--- src/verilog/pwm_shutdown_consts.vh ---
// Constants for the PWM auto-shutdown and restart block.
// Assumes a plain register port with one-cycle strobes and read data one cycle later.
`ifndef PWM_SHUTDOWN_CONSTS_VH
`define PWM_SHUTDOWN_CONSTS_VH

`define ADDR_SHUTDOWN_CTRL   4'h0
`define ADDR_DEAD_BAND       4'h1
`define ADDR_MODE_CTRL       4'h2
`define ADDR_PERIOD_LIMIT    4'h3
`define ADDR_DUTY            4'h4
`define ADDR_STATUS          4'h5

`define SD_FLAG_BIT          7
`define SD_SRC_HI            6
`define SD_SRC_LO            4
`define SD_AC_HI             3
`define SD_AC_LO             2
`define SD_BD_HI             1
`define SD_BD_LO             0
`define RESTART_EN_BIT       7
`define POL_AC_BIT           1
`define POL_BD_BIT           0

`define SRC_CMP1_BIT         0
`define SRC_CMP2_BIT         1
`define SRC_FAULT_BIT        2

`define LVL_LOW              2'h0
`define LVL_HIGH             2'h1

`define RESET_BYTE           8'h00
`define RESET_PERIOD         8'hff
`define STAT_TIMER_FLAG      0
`define STAT_CONDITION       1

`endif

--- src/verilog/pwm_auto_shutdown_control.v ---
// PWM output stage with auto-shutdown, restart and period timer.
// Assumes a plain register port: one-cycle strobes, read data in the next cycle.
`timescale 1ns/100ps
`include "pwm_shutdown_consts.vh"
module pwm_auto_shutdown_control (
  input  wire       mclk,
  input  wire       rst,
  input  wire       clk_run,
  input  wire [3:0] addr,
  input  wire [7:0] wdata,
  input  wire       wr_stb,
  input  wire       rd_stb,
  output reg  [7:0] rdata,
  input  wire       fault_input_n,
  input  wire       comparator_1,
  input  wire       comparator_2,
  output wire       pwm_out_a,
  output wire       pwm_out_a_oe_n,
  output wire       pwm_out_b,
  output wire       pwm_out_b_oe_n,
  output wire       pwm_out_c,
  output wire       pwm_out_c_oe_n,
  output wire       pwm_out_d,
  output wire       pwm_out_d_oe_n,
  output wire       period_timer_flag
);

  // ----------------------------------------------------------------
  // Registers
  // ----------------------------------------------------------------
  reg  [7:0] pwm_shutdown_control_r;
  reg  [7:0] dead_band_delay_register_r;
  reg  [7:0] pwm_mode_control_register_r;
  reg  [7:0] period_limit_register_r;
  reg  [7:0] duty_r;
  reg  [7:0] period_timer_r;
  reg        period_timer_flag_r;
  reg  [1:0] out_state_r;
  reg  [1:0] out_state_nxt;
  reg        fault_seen_r;
  reg        pwm_raw_r;
  reg  [7:0] sd_nxt;

  wire       fault_n_s;
  wire       cmp1_s;
  wire       cmp2_s;

  // ----------------------------------------------------------------
  // Pin synchronisers
  // ----------------------------------------------------------------
  pin_sync3 u_sync_fault (
    .mclk    (mclk),
    .rst     (rst),
    .rst_val (1'b1),
    .pin     (fault_input_n),
    .level_r (fault_n_s)
  );
  pin_sync3 u_sync_cmp1 (
    .mclk    (mclk),
    .rst     (rst),
    .rst_val (1'b0),
    .pin     (comparator_1),
    .level_r (cmp1_s)
  );
  pin_sync3 u_sync_cmp2 (
    .mclk    (mclk),
    .rst     (rst),
    .rst_val (1'b0),
    .pin     (comparator_2),
    .level_r (cmp2_s)
  );

  // ----------------------------------------------------------------
  // Shutdown condition
  // ----------------------------------------------------------------
  wire [2:0] src_sel = pwm_shutdown_control_r[`SD_SRC_HI:`SD_SRC_LO];
  wire       fault_raw = ~fault_input_n & src_sel[`SRC_FAULT_BIT];
  wire       cmp_raw = (comparator_1 & src_sel[`SRC_CMP1_BIT]) |
                       (comparator_2 & src_sel[`SRC_CMP2_BIT]);
  wire       cond_sync = (~fault_n_s & src_sel[`SRC_FAULT_BIT]) |
                         (cmp1_s & src_sel[`SRC_CMP1_BIT]) |
                         (cmp2_s & src_sel[`SRC_CMP2_BIT]);
  wire       restart_en = dead_band_delay_register_r[`RESTART_EN_BIT];
  wire       sd_flag = pwm_shutdown_control_r[`SD_FLAG_BIT];
  wire       wr_sd = wr_stb && (addr == `ADDR_SHUTDOWN_CTRL);

  // Pin path bypasses the clock so the outputs go safe at once
  wire       force_async = fault_raw | cmp_raw;

  // ----------------------------------------------------------------
  // Shutdown control register
  // ----------------------------------------------------------------
  always @* begin
    sd_nxt = pwm_shutdown_control_r;
    if (wr_sd) begin
      sd_nxt[`SD_SRC_HI:0] = wdata[`SD_SRC_HI:0];
      if (!cond_sync) begin
        sd_nxt[`SD_FLAG_BIT] = wdata[`SD_FLAG_BIT];
      end
    end
    if (cond_sync) begin
      sd_nxt[`SD_FLAG_BIT] = 1'b1;
    end else if (restart_en && fault_seen_r && !wr_sd) begin
      sd_nxt[`SD_FLAG_BIT] = 1'b0;
    end
  end

  always @(posedge mclk) begin
    if (rst) begin
      pwm_shutdown_control_r <= `RESET_BYTE;
      fault_seen_r           <= 1'b0;
    end else if (clk_run) begin
      pwm_shutdown_control_r <= sd_nxt;
      // Auto clear only for flags set by a real condition, not by software force
      if (cond_sync) begin
        fault_seen_r <= 1'b1;
      end else if (!sd_nxt[`SD_FLAG_BIT]) begin
        fault_seen_r <= 1'b0;
      end
    end
  end

  // ----------------------------------------------------------------
  // Other registers and read port
  // ----------------------------------------------------------------
  always @(posedge mclk) begin
    if (rst) begin
      dead_band_delay_register_r  <= `RESET_BYTE;
      pwm_mode_control_register_r <= `RESET_BYTE;
      period_limit_register_r     <= `RESET_PERIOD;
      duty_r                      <= `RESET_BYTE;
      rdata                       <= `RESET_BYTE;
    end else begin
      if (wr_stb) begin
        case (addr)
          `ADDR_DEAD_BAND:    dead_band_delay_register_r  <= wdata;
          `ADDR_MODE_CTRL:    pwm_mode_control_register_r <= wdata;
          `ADDR_PERIOD_LIMIT: period_limit_register_r     <= wdata;
          `ADDR_DUTY:         duty_r                      <= wdata;
          default:            ;
        endcase
      end
      rdata <= `RESET_BYTE;
      if (rd_stb) begin
        case (addr)
          `ADDR_SHUTDOWN_CTRL: rdata <= pwm_shutdown_control_r;
          `ADDR_DEAD_BAND:     rdata <= dead_band_delay_register_r;
          `ADDR_MODE_CTRL:     rdata <= pwm_mode_control_register_r;
          `ADDR_PERIOD_LIMIT:  rdata <= period_limit_register_r;
          `ADDR_DUTY:          rdata <= duty_r;
          `ADDR_STATUS:        rdata <= {6'h00, cond_sync, period_timer_flag_r};
          default:             rdata <= `RESET_BYTE;
        endcase
      end
    end
  end

  // ----------------------------------------------------------------
  // Period timer
  // ----------------------------------------------------------------
  wire period_end = (period_timer_r == period_limit_register_r);
  wire clr_tflag = wr_stb && (addr == `ADDR_STATUS) && !wdata[`STAT_TIMER_FLAG];

  always @(posedge mclk) begin
    if (rst) begin
      period_timer_r      <= `RESET_BYTE;
      period_timer_flag_r <= 1'b0;
      pwm_raw_r           <= 1'b0;
    end else begin
      if (clk_run) begin
        if (period_end) begin
          period_timer_r <= `RESET_BYTE;
        end else begin
          period_timer_r <= period_timer_r + 8'h01;
        end
        pwm_raw_r <= period_end ? (duty_r != `RESET_BYTE) :
                     ((period_timer_r + 8'h01) < duty_r);
      end
      // Set wins over a clearing write in the same cycle
      if (clk_run && period_end) begin
        period_timer_flag_r <= 1'b1;
      end else if (clr_tflag) begin
        period_timer_flag_r <= 1'b0;
      end
    end
  end
  assign period_timer_flag = period_timer_flag_r;

  // ----------------------------------------------------------------
  // Output hold state
  // ----------------------------------------------------------------
  // A flag that drops mid-period must not release the pins by itself:
  // the waveform only comes back on a period boundary
  localparam ST_RUN  = 2'h0;
  localparam ST_SHUT = 2'h1;
  localparam ST_WAIT = 2'h2;

  wire flag_nxt = sd_nxt[`SD_FLAG_BIT];

  always @* begin
    out_state_nxt = out_state_r;
    case (out_state_r)
      ST_RUN: begin
        if (flag_nxt) begin
          out_state_nxt = ST_SHUT;
        end
      end
      ST_SHUT: begin
        if (!flag_nxt) begin
          out_state_nxt = period_end ? ST_RUN : ST_WAIT;
        end
      end
      ST_WAIT: begin
        if (flag_nxt) begin
          out_state_nxt = ST_SHUT;
        end else if (period_end) begin
          out_state_nxt = ST_RUN;
        end
      end
      default: out_state_nxt = ST_RUN;
    endcase
  end

  always @(posedge mclk) begin
    if (rst) begin
      out_state_r <= ST_RUN;
    end else if (clk_run) begin
      out_state_r <= out_state_nxt;
    end
  end

  // ----------------------------------------------------------------
  // Output stage
  // ----------------------------------------------------------------
  wire shut = (out_state_r != ST_RUN) | sd_flag | force_async;
  wire [1:0] lvl_ac = pwm_shutdown_control_r[`SD_AC_HI:`SD_AC_LO];
  wire [1:0] lvl_bd = pwm_shutdown_control_r[`SD_BD_HI:`SD_BD_LO];
  wire run_ac = pwm_raw_r ^ pwm_mode_control_register_r[`POL_AC_BIT];
  wire run_bd = ~pwm_raw_r ^ pwm_mode_control_register_r[`POL_BD_BIT];

  assign pwm_out_a      = shut ? (lvl_ac == `LVL_HIGH) : run_ac;
  assign pwm_out_c      = pwm_out_a;
  assign pwm_out_a_oe_n = shut & lvl_ac[1];
  assign pwm_out_c_oe_n = pwm_out_a_oe_n;
  assign pwm_out_b      = shut ? (lvl_bd == `LVL_HIGH) : run_bd;
  assign pwm_out_d      = pwm_out_b;
  assign pwm_out_b_oe_n = shut & lvl_bd[1];
  assign pwm_out_d_oe_n = pwm_out_b_oe_n;

endmodule // pwm_auto_shutdown_control

--- src/verilog/pin_sync3.v ---
// Three-stage synchroniser for asynchronous pins.
// Assumes one clock; the output changes once stages two and three agree.
`timescale 1ns/100ps
module pin_sync3 (
  input  wire mclk,
  input  wire rst,
  input  wire rst_val,
  input  wire pin,
  output reg  level_r
);
  reg s1_r;
  reg s2_r;
  reg s3_r;

  // All stages start at the pin's idle level so no false edge follows reset
  always @(posedge mclk) begin
    if (rst) begin
      s1_r    <= rst_val;
      s2_r    <= rst_val;
      s3_r    <= rst_val;
      level_r <= rst_val;
    end else begin
      s1_r <= pin;
      s2_r <= s1_r;
      s3_r <= s2_r;
      if (s2_r == s3_r) begin
        level_r <= s3_r;
      end
    end
  end
endmodule // pin_sync3

--- config.mk ---
export PLATFORM = sky130hd
export DESIGN_NAME = pwm_auto_shutdown_control
export DESIGN_NICKNAME = d
export VERILOG_FILES = /design/src/verilog/pwm_auto_shutdown_control.v /design/src/verilog/pin_sync3.v
export VERILOG_INCLUDE_DIRS = /design/src /design/src/verilog
export SDC_FILE = /design/constraint.sdc
export NUM_CORES = 1
export LEC_CHECK = 0
export BUFFER_PORTS_ARGS = -buffer_cell sky130_fd_sc_hd__clkbuf_2
export CAP_MARGIN = 10
export CORE_ASPECT_RATIO = 1.1
export CORE_MARGIN = 4
export CORE_UTILIZATION = 63
export DETAILED_ROUTE_END_ITERATION = 12
export GPL_TIMING_DRIVEN = 0
export HOLD_SLACK_MARGIN = 0.05
export PLACE_DENSITY = 0.85
export RECOVER_POWER = 50
export SLEW_MARGIN = 25
export SYNTH_ARGS = -nofsm -noshare
export SYNTH_HDL_FRONTEND = slang
export SYNTH_HIERARCHICAL = 1
export SYNTH_SLANG_ARGS = --single-unit
--- constraint.sdc ---
create_clock -name mclk -period 5.1 [get_ports mclk]
set_input_delay 1.275 -clock mclk [delete_from_list [all_inputs] [get_ports mclk]]
set_output_delay 1.275 -clock mclk [all_outputs]
set_load 0.01 [all_outputs]
==> impl_summary.md <==
Outcome
The flow ran to the end, and the final reports show no timing, DRC or antenna violations.

Pwr
Across the VDD grid, the largest voltage drop is roughly 0.19 mV. Power spread over the standard cell area amounts to between 200 and 300 mW/mm². In this run the static leakage power is roughly 1.6 nW.

Clock tree
The clock tree synthesis step divided the H-tree into 3 levels. For this design, the CTS-stage hold fixing added 0 buffers. The tree is rooted in a clkbuf_8. The clock tree buffer depth is 2.

The clock net in this run drives a total of 73 sinks. The number of buffers created by CTS is 9. The clock-pin slew of the registers on the worst-case setup and hold paths is approximately 0.07 ns. For the worst-skew pair, the clock arrives at the later sink with an insertion delay of about 0.35 ns.

The TritonCTS clock tree is built. In this run, post-CTS repair resized a total of 0 instances. Post-CTS timing repair inserted 0 buffers for setup.

Worst setup path
The category of the critical setup timing path is in2out. The cell count of the worst reg-to-reg path is 9. For the worst setup path, the data required time is between 3 and 4 ns.

Along the worst path, the maximum fanout reaches 6. The endpoint class of the critical path is a primary output. The setup slack on the worst flop-to-flop path is roughly 2.7 ns. The worst register-to-register path begins at period_timer_r[0]. The worst setup path is launched from a primary input. The arrival time of the worst setup path is between 2 and 3 ns. The endpoint identified for the worst register-to-register timing path is pwm_raw_r.

Place
The instance area after placement is ~0.0038 mm². The port buffer count is 34. The final HPWL from detailed placement is about 6600 µm. The weighted congestion reported at the end of routability-driven placement is about 0.94.

STA
Of the available clock period, the critical path in the final layout requires 0.740. The final-report hold violation count came to 0. Between clock sinks in the finished design, the worst skew comes to 0.00929 ns. For the pin with the worst max-slew slack, the measured transition is 0.954 ns. The remaining max-slew budget at the tightest pin is 0.364. The setup-violating endpoint count in the final report is 0.

Setup repair after global routing left no endpoint under its margin. The number of slew-limit violations in the final report is 0. The setup TNS is 0 ns. Derived from the worst setup path, the maximum achievable clock frequency is 0.265 GHz.

The shortest clock period the worst path allows after layout is between 3 and 4 ns.

Route
The number of detailed-routing iterations run before antenna repair is 6. In the final routed layout, each cell accounts on average for approximately 17 µm. The via density per instance is 5.93. The routed design has 9120 µm of wire. In the routed design, unresolved DRC markers number 0. The detail route stage leaves a number of antenna-violating nets equal to 0. After the first detailed-routing iteration, the DRC count stood at 284. The detailed-route via count is between 3000 and 4000.

Floorplan
The die covers roughly 0.007 mm². Measured along the y axis, the die boundary spans 87.1 µm. The standard-cell row count is 28. The effective utilization at floorplan is 0.659.

The total area inside the core boundary comes to 0.00543 mm². The die width is between 70 and 80 µm. The I/O pin total is 37.

Synthesis
The sequential element share of the synthesized area is 0.417. Of all flip-flops after synthesis, the portion carrying an async set or reset was 0. The leading register cell type out of synthesis is dfxtp_1.

The count of flip-flops with a built-in enable after synthesis is 3. The cell area after technology mapping is about 0.0036 mm². The mean instance size in the synthesized netlist is approximately 8.6 µm².

In the synthesized netlist, the number of instances is roughly 420. The total of flip-flops plus latches after synthesis is between 70 and 80. The count of different cell masters after synthesis is 50. For this run, the number of Yosys warnings is 6.

Hold path
The start point of the worst hold path is u_sync_cmp1/s1_r. The hold path depth is 2. The min-delay analysis places its worst path in the category reg2reg. The hold-critical path endpoint is u_sync_cmp1/s2_r.

Global route
Summed over all layers, the global routing overflow is 0. The number of global-route vias before repair is between 3000 and 4000. The total global routing track utilization is 0.282.

The number of antenna violations at the first check in global routing came to 0. The global-route wire length before repair is approximately 15000 µm. Entering global routing, the biggest net connects 23 pins.

Final layout
Summing all flip-flop and latch instances after layout gives roughly 0.0015 mm². The post-route cell area is ~0.0040 mm². The antenna diode instance count is 0. The most common cell after layout, fill and taps aside is dfxtp_1. The area growth from synthesis to layout is 11.0%.

The post-route core utilization is 0.732. Summing all multi-input logic gate instances after layout gives ~0.0018 mm². The number of nets in the layout is about 500. In the layout the commonest cells are 70 x dfxtp_1, 61 x nand2_1, 36 x a21oi_1. Fill cells in the final layout number 436. In the final layout, the share of cells above drive strength 1 is 0.145.

Run
The number of violations of the max-capacitance limit is 0.
-- worst max-delay path by stage --
stage | from | to
after floorplan | comparator_1 | pwm_out_c
after global placement | comparator_1 | pwm_out_c
after detailed placement | comparator_1 | pwm_out_c
after CTS | comparator_1 | pwm_out_c
after global routing | comparator_1 | pwm_out_c
final | comparator_1 | pwm_out_c
-- synthesized netlist by cell type, types with 2 or more instances --
master / instances / area [µm²]
a22o_1: 2 / 17.5
nor3_1: 5 / 25.0
nor2_1: 23 / 86.3
nor4_2: 2 / 25.0
mux2i_1: 9 / 90.1
a21oi_1: 36 / 180
mux4_2: 6 / 135
inv_1: 25 / 93.8
mux2_2: 2 / 22.5
buf_2: 12 / 60.1
o21ai_0: 15 / 75.1
nor4_1: 3 / 18.8
nand3b_1: 12 / 90.1
nand2b_1: 4 / 25.0
ha_1: 8 / 100
nor3b_1: 2 / 15.0
o21ai_1: 6 / 30.0
a222oi_1: 3 / 30.0
nand2_2: 3 / 18.8
buf_4: 4 / 30.0
o211ai_1: 2 / 15.0
clkbuf_1: 11 / 41.3
nand3_1: 32 / 160
and2_1: 6 / 37.5
xnor2_1: 4 / 35.0
conb_1: 2 / 7.51
edfxtp_1: 3 / 90.1
nand2_1: 61 / 229
dfxtp_1: 70 / 1400
a211oi_1: 2 / 15.0
xor2_1: 15 / 131
a22oi_1: 7 / 52.6
a211o_1: 2 / 17.5
nand4_1: 2 / 12.5
-- layout make-up --
| type | instances | share of cell area |
|---|---|---|
| Clock inverter | 4 | 0.00504 |
| Buffer | 29 | 0.0359 |
| Sequential cell | 73 | 0.375 |
| Multi-Input combinational cell | 291 | 0.463 |
| Tap cell | 75 | 0.0236 |
| Clock buffer | 12 | 0.0340 |
| Timing Repair Buffer | 34 | 0.0397 |
| Inverter | 25 | 0.0236 |
-- logic make-up after synthesis --
family | count (synthesis) | synth area share
XOR/XNOR | 19 | 0.0465
other | 2 | 0.00210
AO/OA/AOI/OAI | 81 | 0.140
adder cells (fa/ha/maj) | 8 | 0.0280
multiplexers | 17 | 0.0692
AND/OR/NAND/NOR | 163 | 0.231
flip-flops | 73 | 0.417
buffers and inverters | 54 | 0.0671
-- report_power, final --
part	internal (mW)	leakage, nW	switching (mW)	total (mW)
Clock	0.174	0.0839	0.210	0.384
Combinational	0.0480	0.900	0.0751	0.123
Sequential	0.592	0.601	0.0142	0.606
Total	0.814	1.58	0.299	1.11
-- state kept, by name, indices dropped and copies added, names as in the netlist, 2 cells and up --
signal and cells:
dead_band_delay_register_r 8, out_state_r 2, period_limit_register_r 8, pwm_shutdown_control_r 8
rdata 8, period_timer_r 8, pwm_mode_control_register_r 8, duty_r 8
-- metrics by stage --
step                      total power, mW  hold slack (ns)  setup slack, ns  instances
after global routing                 1.15            0.477             1.29        543
after detailed placement            0.742            0.439             1.37        527
after CTS                            1.12            0.454             1.36        543
after global placement              0.737            0.428             1.40        527
after floorplan                     0.695            0.415             1.54        418
final                                1.11            0.451             1.33        543
-- worst max-delay path, cell delays in order --
cell and delay [ns]:
clkbuf_2 0.09, a222oi_1 0.32, nand2_1 0.23, o21ai_0 0.29, buf_4 0.16, clkbuf_2 0.13
-- routing by layer --
layer	GRT usage	vias up	wire (µm)
li1	-	1531	-
met1	0.351	1479	3520
met2	0.454	171	4270
met3	0.0424	38	853
met4	0.183	0	472
met5	0	-	0
No activity file was read; power rests on OpenSTA's default activity.
